[src/led_strap_consts.svh]
/*
 * Offsets, field positions, reset values and counts for the LED, strap
 * and over-current pin block. Assumes a 12-bit AXI4-Lite byte address.
 */
`ifndef LED_STRAP_CONSTS_SVH
`define LED_STRAP_CONSTS_SVH

// own registers, byte addresses
`define CTRL_ADDR 12'h000
`define OC_LEVEL_ADDR 12'h004
`define STRAP_ADDR 12'h008
`define INT_STATUS_ADDR 12'h00c
`define INT_MASK_ADDR 12'h010
`define LED_ON_ADDR 12'h014
// drive-level registers: printed offsets are word indices
`define UP_LEVEL_IDX 10'h0f6
`define DN_LEVEL_IDX 10'h0f8
`define UP_LEVEL_ADDR {`UP_LEVEL_IDX, 2'h0}
`define DN_LEVEL_ADDR {`DN_LEVEL_IDX, 2'h0}

// control register fields and reset value
`define CTRL_LED_EN 0
`define CTRL_STRAP_EN 1
`define CTRL_RESET 2'h2

// transmit-current level field inside the drive-level registers
`define LEVEL_MSB 1
`define LEVEL_LSB 0
`define LEVEL_RESET 8'h00

// strap defaults and timing
`define STRAP_DEFAULT 2'h0
`define LED_ALL_LOW 2'h3
`define PIN_IDLE 2'h3
`define OCS_IDLE 7'h7f
`define SETTLE_CYCLES 2'h2

// interrupt status bit of the strap capture event
`define INT_STRAP_BIT 0

// AXI responses
`define RESP_OKAY 2'h0
`define RESP_SLVERR 2'h2

`endif

[src/led_strap_pkg.sv]
/*
 * Types shared by the LED, strap and over-current pin block.
 * Assumes nothing beyond a SystemVerilog compiler.
 */
`default_nettype none
package led_strap_pkg;
   typedef logic [1:0] level_t;
   typedef enum logic [1:0] {
      ST_SETTLE = 2'h1,
      ST_RUN = 2'h2
   } core_state_t;
endpackage : led_strap_pkg
`default_nettype wire

[src/led_if.sv]
/*
 * Carrier between the pin block core and its LED pin driver.
 * Assumes both ends run on the same clock.
 */
`timescale 1ns/1ns
`default_nettype none
interface led_if;
   logic [1:0] on;
   logic [1:0] active_low;
   logic enable;
   logic [1:0] pin_o;
   logic [1:0] pin_oe;
   modport ctrl(output on, output active_low, output enable,
                input pin_o, input pin_oe);
   modport drv(input on, input active_low, input enable,
               output pin_o, output pin_oe);
endinterface : led_if
`default_nettype wire

[src/led_driver.sv]
/*
 * Registered LED pin driver with per-pin polarity.
 * Assumes enable is low until the strap has been captured.
 */
`timescale 1ns/1ns
`default_nettype none
`include "led_strap_consts.svh"
module led_driver (
   input wire logic aclk,
   input wire logic aresetn,
   led_if.drv leds
);
   logic [1:0] o_reg;
   logic [1:0] o_next;
   logic [1:0] oe_reg;
   logic [1:0] oe_next;

   // lit pin level follows the captured polarity
   always_comb begin
      o_next = leds.on ^ leds.active_low;
      oe_next = leds.enable ? `LED_ALL_LOW : 2'h0;
   end

   always_ff @(posedge aclk) begin
      if (!aresetn) begin
         o_reg <= 2'h0;
         oe_reg <= 2'h0;
      end else begin
         o_reg <= o_next;
         oe_reg <= oe_next;
      end
   end

   assign leds.pin_o = o_reg;
   assign leds.pin_oe = oe_reg;
endmodule : led_driver
`default_nettype wire

[src/led_strap_overcurrent_pins.sv]
/*
 * Dual-function pins: port 1/2 enhanced LEDs that double as drive-level
 * strap, plus seven over-current sense inputs, behind AXI4-Lite.
 * Assumes pins are asynchronous, strap resistors settle before reset
 * release, and one AXI master issuing one write and one read at a time.
 */
//
// Contract
// - LED outputs driven when LED support enabled
// - strap pins sampled at reset release
// - strap selects normal or boosted drive level
// - strap loaded into both drive-level registers
// - strap bits set LED active polarity
`timescale 1ns/1ns
`default_nettype none
`include "led_strap_consts.svh"
module led_strap_overcurrent_pins (
   input wire logic aclk,
   input wire logic aresetn,
   input wire logic [11:0] awaddr,
   input wire logic awvalid,
   output logic awready,
   input wire logic [31:0] wdata,
   input wire logic [3:0] wstrb,
   input wire logic wvalid,
   output logic wready,
   output logic [1:0] bresp,
   output logic bvalid,
   input wire logic bready,
   input wire logic [11:0] araddr,
   input wire logic arvalid,
   output logic arready,
   output logic [31:0] rdata,
   output logic [1:0] rresp,
   output logic rvalid,
   input wire logic rready,
   input wire logic enhanced_led_port1_i,
   output logic enhanced_led_port1_o,
   output logic enhanced_led_port1_oe,
   input wire logic enhanced_led_port2_i,
   output logic enhanced_led_port2_o,
   output logic enhanced_led_port2_oe,
   input wire logic [7:1] overcurrent_sense_in_n,
   output logic [7:1] overcurrent_active,
   output led_strap_pkg::level_t upstream_level,
   output led_strap_pkg::level_t downstream_level,
   output logic irq
);
   import led_strap_pkg::*;
   // word match on a byte address
   function automatic logic addr_is(input logic [11:0] a,
                                    input logic [11:0] r);
      return a[11:2] == r[11:2];
   endfunction : addr_is
   function automatic logic mapped(input logic [11:0] a);
      return addr_is(a, `CTRL_ADDR) || addr_is(a, `OC_LEVEL_ADDR) ||
             addr_is(a, `STRAP_ADDR) || addr_is(a, `INT_STATUS_ADDR) ||
             addr_is(a, `INT_MASK_ADDR) || addr_is(a, `LED_ON_ADDR) ||
             addr_is(a, `UP_LEVEL_ADDR) || addr_is(a, `DN_LEVEL_ADDR);
   endfunction : mapped
   led_if leds();
   logic [1:0] led_sync;
   logic [7:1] ocs_sync;
   // pin inputs pass two flops before use
   pin_sync #(.W(2), .IDLE(`PIN_IDLE)) led_sync_u (
      .aclk(aclk),
      .aresetn(aresetn),
      .pin({enhanced_led_port2_i, enhanced_led_port1_i}),
      .q(led_sync)
   );
   pin_sync #(.W(7), .IDLE(`OCS_IDLE)) ocs_sync_u (
      .aclk(aclk),
      .aresetn(aresetn),
      .pin(overcurrent_sense_in_n),
      .q(ocs_sync)
   );
   led_driver led_driver_u (
      .aclk(aclk),
      .aresetn(aresetn),
      .leds(leds)
   );
   // write channel state
   logic aw_have_reg, aw_have_next;
   logic [11:0] waddr_reg, waddr_next;
   logic w_have_reg, w_have_next;
   logic [31:0] wdata_reg, wdata_next;
   logic wlane_reg, wlane_next;
   logic bvalid_reg, bvalid_next;
   logic [1:0] bresp_reg, bresp_next;
   logic do_write;
   // read channel state
   logic rvalid_reg, rvalid_next;
   logic [31:0] rdata_reg, rdata_next;
   logic [1:0] rresp_reg, rresp_next;
   logic [31:0] rd_word;
   // core state
   core_state_t state_reg, state_next;
   logic [1:0] settle_cnt_reg, settle_cnt_next;
   logic [1:0] strap_reg, strap_next;
   logic [7:0] up_reg, up_next;
   logic [7:0] dn_reg, dn_next;
   logic [1:0] ctrl_reg, ctrl_next;
   logic [7:0] mask_reg, mask_next;
   logic [7:0] int_status_reg, int_status_next;
   logic [1:0] led_on_reg, led_on_next;
   logic [7:1] oc_level_reg, oc_level_next;
   logic [7:1] oc_rise;
   logic sample;
   assign do_write = aw_have_reg && w_have_reg && !bvalid_reg;
   assign sample = (state_reg == ST_SETTLE) &&
                   (settle_cnt_reg == `SETTLE_CYCLES);
   assign oc_rise = ~ocs_sync & ~oc_level_reg;
   // write address and data taken in either order, then answered
   always_comb begin
      aw_have_next = aw_have_reg;
      waddr_next = waddr_reg;
      w_have_next = w_have_reg;
      wdata_next = wdata_reg;
      wlane_next = wlane_reg;
      bvalid_next = bvalid_reg;
      bresp_next = bresp_reg;
      if (awvalid && !aw_have_reg) begin
         aw_have_next = 1'h1;
         waddr_next = awaddr;
      end
      if (wvalid && !w_have_reg) begin
         w_have_next = 1'h1;
         wdata_next = wdata;
         wlane_next = wstrb[0];
      end
      if (bvalid_reg && bready) bvalid_next = 1'h0;
      if (do_write) begin
         aw_have_next = 1'h0;
         w_have_next = 1'h0;
         bvalid_next = 1'h1;
         bresp_next = mapped(waddr_reg) ? `RESP_OKAY : `RESP_SLVERR;
      end
   end
   always_ff @(posedge aclk) begin
      if (!aresetn) begin
         aw_have_reg <= 1'h0;
         waddr_reg <= 12'h000;
         w_have_reg <= 1'h0;
         wdata_reg <= 32'h0;
         wlane_reg <= 1'h0;
         bvalid_reg <= 1'h0;
         bresp_reg <= `RESP_OKAY;
      end else begin
         aw_have_reg <= aw_have_next;
         waddr_reg <= waddr_next;
         w_have_reg <= w_have_next;
         wdata_reg <= wdata_next;
         wlane_reg <= wlane_next;
         bvalid_reg <= bvalid_next;
         bresp_reg <= bresp_next;
      end
   end
   // read decode, reserved bits read zero
   always_comb begin
      rd_word = 32'h0;
      if (addr_is(araddr, `CTRL_ADDR)) begin
         rd_word[1:0] = ctrl_reg;
      end else if (addr_is(araddr, `OC_LEVEL_ADDR)) begin
         rd_word[7:1] = oc_level_reg;
      end else if (addr_is(araddr, `STRAP_ADDR)) begin
         rd_word[2:0] = {state_reg == ST_RUN, strap_reg};
      end else if (addr_is(araddr, `INT_STATUS_ADDR)) begin
         rd_word[7:0] = int_status_reg;
      end else if (addr_is(araddr, `INT_MASK_ADDR)) begin
         rd_word[7:0] = mask_reg;
      end else if (addr_is(araddr, `LED_ON_ADDR)) begin
         rd_word[1:0] = led_on_reg;
      end else if (addr_is(araddr, `UP_LEVEL_ADDR)) begin
         rd_word[7:0] = up_reg;
      end else if (addr_is(araddr, `DN_LEVEL_ADDR)) begin
         rd_word[7:0] = dn_reg;
      end
   end
   // read answer one cycle after the address is taken
   always_comb begin
      rvalid_next = rvalid_reg;
      rdata_next = rdata_reg;
      rresp_next = rresp_reg;
      if (rvalid_reg && rready) rvalid_next = 1'h0;
      if (arvalid && !rvalid_reg) begin
         rvalid_next = 1'h1;
         rdata_next = rd_word;
         rresp_next = mapped(araddr) ? `RESP_OKAY : `RESP_SLVERR;
      end
   end
   always_ff @(posedge aclk) begin
      if (!aresetn) begin
         rvalid_reg <= 1'h0;
         rdata_reg <= 32'h0;
         rresp_reg <= `RESP_OKAY;
      end else begin
         rvalid_reg <= rvalid_next;
         rdata_reg <= rdata_next;
         rresp_reg <= rresp_next;
      end
   end
   // strap capture, register writes, over-current events
   always_comb begin
      state_next = state_reg;
      settle_cnt_next = settle_cnt_reg;
      strap_next = strap_reg;
      up_next = up_reg;
      dn_next = dn_reg;
      ctrl_next = ctrl_reg;
      mask_next = mask_reg;
      led_on_next = led_on_reg;
      int_status_next = int_status_reg;
      oc_level_next = ~ocs_sync;
      unique case (state_reg)
         ST_SETTLE: begin
            settle_cnt_next = settle_cnt_reg + 2'h1;
            if (sample) begin
               state_next = ST_RUN;
               settle_cnt_next = settle_cnt_reg;
            end
         end
         ST_RUN: begin
         end
         default: begin
            state_next = ST_SETTLE;
            settle_cnt_next = 2'h0;
         end
      endcase
      if (do_write && wlane_reg) begin
         if (addr_is(waddr_reg, `CTRL_ADDR)) ctrl_next = wdata_reg[1:0];
         if (addr_is(waddr_reg, `INT_MASK_ADDR)) mask_next = wdata_reg[7:0];
         if (addr_is(waddr_reg, `LED_ON_ADDR)) led_on_next = wdata_reg[1:0];
         if (addr_is(waddr_reg, `UP_LEVEL_ADDR)) up_next = wdata_reg[7:0];
         if (addr_is(waddr_reg, `DN_LEVEL_ADDR)) dn_next = wdata_reg[7:0];
         if (addr_is(waddr_reg, `INT_STATUS_ADDR)) begin
            int_status_next = int_status_reg & ~wdata_reg[7:0];
         end
      end
      if (sample && ctrl_reg[`CTRL_STRAP_EN]) begin
         strap_next = led_sync;
         up_next[`LEVEL_MSB:`LEVEL_LSB] = led_sync;
         dn_next[`LEVEL_MSB:`LEVEL_LSB] = led_sync;
      end
      // a set in the clearing cycle wins
      int_status_next[7:1] = int_status_next[7:1] | oc_rise;
      if (sample) int_status_next[`INT_STRAP_BIT] = 1'h1;
   end
   always_ff @(posedge aclk) begin
      if (!aresetn) begin
         state_reg <= ST_SETTLE;
         settle_cnt_reg <= 2'h0;
         strap_reg <= `STRAP_DEFAULT;
         up_reg <= `LEVEL_RESET;
         dn_reg <= `LEVEL_RESET;
         ctrl_reg <= `CTRL_RESET;
         mask_reg <= 8'h00;
         led_on_reg <= 2'h0;
         int_status_reg <= 8'h00;
         oc_level_reg <= 7'h00;
      end else begin
         state_reg <= state_next;
         settle_cnt_reg <= settle_cnt_next;
         strap_reg <= strap_next;
         up_reg <= up_next;
         dn_reg <= dn_next;
         ctrl_reg <= ctrl_next;
         mask_reg <= mask_next;
         led_on_reg <= led_on_next;
         int_status_reg <= int_status_next;
         oc_level_reg <= oc_level_next;
      end
   end
   // LED driver: polarity from strap, else active low
   assign leds.enable = ctrl_reg[`CTRL_LED_EN] && (state_reg == ST_RUN);
   assign leds.active_low = ctrl_reg[`CTRL_STRAP_EN] ? strap_reg
                                                     : `LED_ALL_LOW;
   assign leds.on = led_on_reg;
   // outputs
   assign awready = !aw_have_reg;
   assign wready = !w_have_reg;
   assign bvalid = bvalid_reg;
   assign bresp = bresp_reg;
   assign arready = !rvalid_reg;
   assign rvalid = rvalid_reg;
   assign rdata = rdata_reg;
   assign rresp = rresp_reg;
   assign enhanced_led_port1_o = leds.pin_o[0];
   assign enhanced_led_port1_oe = leds.pin_oe[0];
   assign enhanced_led_port2_o = leds.pin_o[1];
   assign enhanced_led_port2_oe = leds.pin_oe[1];
   assign overcurrent_active = oc_level_reg;
   assign upstream_level = up_reg[`LEVEL_MSB:`LEVEL_LSB];
   assign downstream_level = dn_reg[`LEVEL_MSB:`LEVEL_LSB];
   assign irq = |(int_status_reg & mask_reg);
   // checks
   led_drive_on_a: assert property (@(posedge aclk) disable iff (!aresetn)
      ctrl_reg[`CTRL_LED_EN] && state_reg == ST_RUN
      |=> enhanced_led_port1_oe && enhanced_led_port2_oe)
      else $error("led pins not driven while enabled");

   strap_release_a: assert property (@(posedge aclk) disable iff (!aresetn)
      $rose(aresetn) |-> ##3 (state_reg == ST_RUN) && !$past(sample, 2))
      else $error("strap not sampled three cycles after release");

   strap_capture_a: assert property (@(posedge aclk) disable iff (!aresetn)
      sample && ctrl_reg[`CTRL_STRAP_EN] |=> strap_reg == $past(led_sync))
      else $error("strap value not captured");

   level_both_a: assert property (@(posedge aclk) disable iff (!aresetn)
      sample && ctrl_reg[`CTRL_STRAP_EN]
      |=> upstream_level == strap_reg && downstream_level == strap_reg)
      else $error("drive level does not follow strap");

   field_load_a: assert property (@(posedge aclk) disable iff (!aresetn)
      sample && ctrl_reg[`CTRL_STRAP_EN]
      |=> up_reg[1:0] == $past(led_sync) && dn_reg[1:0] == $past(led_sync))
      else $error("level field not loaded from strap");

   led_polarity_a: assert property (@(posedge aclk) disable iff (!aresetn)
      state_reg == ST_RUN && ctrl_reg[`CTRL_STRAP_EN]
      |=> enhanced_led_port1_o == ($past(led_on_reg[0]) ^ $past(strap_reg[0]))
       && enhanced_led_port2_o == ($past(led_on_reg[1]) ^ $past(strap_reg[1])))
      else $error("led polarity differs from strap");

   oc_sense_a: assert property (@(posedge aclk) disable iff (!aresetn)
      $past(aresetn) && $past(aresetn, 2) && $past(aresetn, 3)
      |-> overcurrent_active == ~$past(overcurrent_sense_in_n, 3))
      else $error("over-current level not three cycles from pin");

   oc_event_a: assert property (@(posedge aclk) disable iff (!aresetn)
      oc_rise != 7'h00 |=> (int_status_reg[7:1] & $past(oc_rise)) == $past(oc_rise))
      else $error("over-current event not latched");
   strap_seen_c: cover property (@(posedge aclk) disable iff (!aresetn)
      sample && led_sync == 2'h3);
   oc_irq_c: cover property (@(posedge aclk) disable iff (!aresetn)
      oc_rise != 7'h00 ##[1:20] irq);
   clear_race_c: cover property (@(posedge aclk) disable iff (!aresetn)
      do_write && addr_is(waddr_reg, `INT_STATUS_ADDR) && oc_rise != 7'h00);
endmodule : led_strap_overcurrent_pins
`default_nettype wire

[src/pin_sync.sv]
/*
 * Two-flop synchroniser for pin inputs.
 * Assumes the pins are asynchronous to aclk; reset loads the idle level.
 */
`timescale 1ns/1ns
`default_nettype none
module pin_sync #(
   parameter int W = 1,
   parameter logic [W-1:0] IDLE = '1
) (
   input wire logic aclk,
   input wire logic aresetn,
   input wire logic [W-1:0] pin,
   output logic [W-1:0] q
);
   logic [W-1:0] s1_reg;
   logic [W-1:0] s2_reg;

   // first stage feeds only the second
   always_ff @(posedge aclk) begin
      if (!aresetn) begin
         s1_reg <= IDLE;
         s2_reg <= IDLE;
      end else begin
         s1_reg <= pin;
         s2_reg <= s1_reg;
      end
   end

   assign q = s2_reg;
endmodule : pin_sync
`default_nettype wire

[config.mk]
export PLATFORM = sky130hd
export DESIGN_NAME = led_strap_overcurrent_pins
export DESIGN_NICKNAME = d
export VERILOG_FILES = /design/src/led_strap_pkg.sv /design/src/led_if.sv /design/src/led_driver.sv /design/src/led_strap_overcurrent_pins.sv /design/src/pin_sync.sv
export VERILOG_INCLUDE_DIRS = /design/src
export SDC_FILE = /design/constraint.sdc
export NUM_CORES = 1
export LEC_CHECK = 0
export BUFFER_PORTS_ARGS = -buffer_cell sky130_fd_sc_hd__buf_2
export CORE_ASPECT_RATIO = 1.25
export CORE_UTILIZATION = 52
export DETAILED_ROUTE_END_ITERATION = 10
export GPL_ROUTABILITY_DRIVEN = 0
export PLACE_DENSITY = 0.8
export REMOVE_ABC_BUFFERS = 1
export SYNTH_ARGS = -nofsm -noshare
export SYNTH_HDL_FRONTEND = slang
export SYNTH_HIERARCHICAL = 1
export SYNTH_SLANG_ARGS = --single-unit
[constraint.sdc]
create_clock -name aclk -period 2.2 [get_ports aclk]
set_input_delay 0.22 -clock aclk [delete_from_list [all_inputs] [get_ports aclk]]
set_output_delay 0.22 -clock aclk [all_outputs]
set_load 0.02 [all_outputs]
==> flow_summary_export.csv <==
group,metric,value,unit
status,run_status,"finished, final reports clean",
synthesis,synth.top_cells.by_count,"103 x dfxtp_1, 57 x nand2_1, 37 x nor2b_1, 32 x mux2i_1, 31 x buf_4",
timing,maxSlewViolCount,0,
flow_run,max_cap_violations,0,
worst_setup_path,ff2ff_path_depth,5,
cells_and_area,share_of_final_layout_standard_cells_stronger_than_drive_strength_1,20.3,%
worst_setup_path,reg2reg_setup_slack,0.25,ns
route,num_vias,3824,
synthesis,postSynthCellCount,520,
synthesis,synth_cell_type_count,56,
synthesis,synth.avg_cell_area,9.07,sq um
synthesis,synth.yosys.seq_area_share,43.7,%
worst_setup_path,worstSetupStartpointType,"flop",
route,remaining_routing_drc_violations,0,
synthesis,yosys.cell_count.top_type,"dfxtp_1",
placed_design,portBuffers,75,
die,dieArea,0.00946,sq mm
power,leakage_dissipation,2.27,nW
synthesis,yosys.area.top_type,"dfxtp_1",
clock_network,cts_sinks,103,
placed_design,place.detailed.hpwl,7550,um
hold_path,holdPathStages,2,
synthesis,synth.cell_area,0.00472,sq mm
route,routed_wire_length_per_instance,14.5,um
timing,hold_ws,0.0260,ns
worst_setup_path,critical_register_to_register_path_startpoint,"waddr_reg[5]$_SDFFE_PN0P_",
die,floorplan.initialDensity,53.9,%
route,dr.pass1.iters,5,
cells_and_area,diodes,0,
clock_network,clock_tree.buffer_depth,2,
clock_network,root_driver,"clkbuf_8",
cells_and_area,fillCellCount,783,
power,ir_drop,0.411,mV
route,detailedRoute.firstIterationViolations,274,
worst_setup_path,rr_endpoint,"led_on_reg[1]$_SDFFE_PN0P_",
hold_path,whs_endpoint,"ocs_sync_u/s1_reg[6]$_SDFF_PN1_",
power,pwr_density_cell,709,mW/mm^2
timing,worst_slew_margin_rel,59.2,%
cells_and_area,seq_area,0.00206,sq mm
cells_and_area,final_nets,672,
global_route,first_global_vias,3649,
global_route,grt_first_pass_wirelength,16900,um
die,boundaryPins,133,
hold_path,worstHoldStart,"overcurrent_sense_in_n[7]",
timing,rsz0062_at_grt,"false",
clock_network,post-cts-setup-buffer-count,0,
synthesis,yosys.area.top_type_share,43.7,%
die,chipHeight,108,um
cells_and_area,relative_area_change_from_synthesis_to_final_layout,12.9,%
power,design_power_total,3.78,mW
timing,final_clock_period_utilization_by_the_worst_path,88.9,%
global_route,largest_net_degree_at_the_start_of_global_routing,89,
die,die_width,87.2,um
timing,finClkSkew,0.0109,ns
timing,worst-slew-pin-transition,0.611,ns
route,viasPerCell,5.31,
global_route,grt_remaining_overflow,0,
die,placement_rows,38,
synthesis,async_reset_ff_share,0,%
clock_network,cts_resized,0,
clock_network,clock_tree_from_tritoncts,"done",
die,fp.coreArea,0.00875,sq mm
worst_setup_path,worstSetupEndpointType,"flop",
global_route,number_of_antenna_violations_at_the_first_check_in_global_routing,0,
cells_and_area,post-route-util,60.9,%
clock_network,clock_latency,0.37,ns
timing,timing.final.setup_violations,0,
worst_setup_path,arrival,2.22,ns
clock_network,clk_pin_slew,0.10,ns
global_route,gr-usage-all-layers,23.0,%
clock_network,cts_buffers,9,
timing,period_needed,1.95,ns
worst_setup_path,worstPathRequired,2.47,ns
timing,finalHoldViolations,0,
cells_and_area,multi_input_comb_area,0.00238,sq mm
worst_setup_path,criticalPathCategory,"reg -> reg",
synthesis,synth-edff-count,0,
route,antenna_left,0,
synthesis,synth-seq-cells,103,
synthesis,synth-main-ff-cell,"dfxtp_1",
synthesis,synth.yosys.warnings,6,
worst_setup_path,worst-path-max-fanout,5,
timing,max_clock_freq,512,MHz
synthesis,synth.area.top_cells,"dfxtp_1 44%, mux2i_1 6.8%, buf_4 4.9%, nor2b_1 4.9%, nand2_1 4.5%",
clock_network,cts_hold_repair.buffers,0,
clock_network,cts_max_level,3,
cells_and_area,largest_register_ffs,10,
hold_path,hp-class,"in -> reg",
route,routed_wl,10400,um
-- cell type report --
| class | count | share of cell area (%) |
|---|---|---|
| flip-flops and latches | 103 | 38.7 |
| inverters | 11 | 0.775 |
| clock buffers | 12 | 2.72 |
| well taps | 120 | 2.82 |
| clock inverters | 4 | 0.587 |
| multi-input cells | 378 | 44.7 |
| repair buffers | 92 | 9.68 |
-- report_power, final --
part	internal, mW	total [mW]	switching (mW)
clock	0.445	1.08	0.632
sequential	1.99	2.09	0.101
combinational	0.241	0.606	0.365
total	2.68	3.78	1.10
-- stage by stage --
stage | worst slack [ns] | setup TNS [ns] | std cells | area [sq um]
finish | 0.245 | 0 | 720 | 5330
global route | 0.0976 | 0 | 720 | 5330
CTS | 0.222 | 0 | 720 | 5330
detailed placement | 0.252 | 0 | 704 | 5150
global placement | 0.304 | 0 | 704 | 5150
floorplan | -0.363 | -2.90 | 492 | 4480
-- worst max path at each step --
stage,from,to,slack [ns],cells after the start
2_1_floorplan,waddr_reg[5]$_SDFFE_PN0P_,mask_reg[0]$_SDFFE_PN0P_,-0.36,5
3_3_place_gp,araddr[6],rdata[5]$_SDFFE_PN0P_,0.30,6
3_5_place_dp,waddr_reg[5]$_SDFFE_PN0P_,led_on_reg[1]$_SDFFE_PN0P_,0.25,5
4_1_cts,waddr_reg[5]$_SDFFE_PN0P_,led_on_reg[1]$_SDFFE_PN0P_,0.22,5
5_1_grt,waddr_reg[5]$_SDFFE_PN0P_,led_on_reg[1]$_SDFFE_PN0P_,0.1,5
6_report,waddr_reg[5]$_SDFFE_PN0P_,led_on_reg[1]$_SDFFE_PN0P_,0.25,5
-- cell families (layout without fill, tap and decap cells) --
group | Yosys count | in the layout | share of synthesized area (%)
AOI/OAI and AO/OA | 111 | 111 | 17.2
xor gates and xnor gates | 2 | 2 | 0.372
adders and majority gates | 1 | 1 | 0.265
buffers and inverters | 64 | 119 | 7.91
DFF | 103 | 103 | 43.7
muxes | 32 | 32 | 6.79
other | 1 | 26 | 0.0795
and+or+nand+nor | 206 | 206 | 23.7
-- worst max-delay path: stages (launching register included) --
cell and delay (ns):
dfxtp_1 0.37, nor4_1 0.42, nand2_1 0.22, nor4_1 0.55
mux2i_1 0.24, nor2b_1 0.06
-- cells in the final DEF, fill, tap and decap left out, types with 3 or more instances in the layout --
master,n
nand2_1,57
nor3b_1,4
nand2b_1,20
a21oi_1,17
nor3_1,11
clkinvlp_4,3
buf_4,16
and3_1,4
nor2b_1,37
mux2i_1,32
o21a_1,7
a31oi_1,3
nor4_1,5
o31ai_1,5
nand2b_2,5
clkbuf_8,10
nand3_1,9
a31o_1,6
a21o_1,3
nand4_1,7
dfxtp_1,103
inv_1,11
nor2_1,27
buf_2,75
o21ai_0,8
conb_1,26
and2_1,7
a21boi_0,27
o22ai_1,5
a22oi_1,13
-- layer usage --
layer / part of all wire (%) / routed length (um) / track usage [%] / vias up
met3: 5.4 / 562 / 3.97 / 13
met5: 0 / 0 / 0 / -
met2: 49 / 5110 / 38.7 / 112
li1: - / - / - / 1915
met1: 44 / 4580 / 29.3 / 1784
met4: 1.7 / 176 / 8.90 / 0
Note: power is estimated with default switching activity, not from simulation.
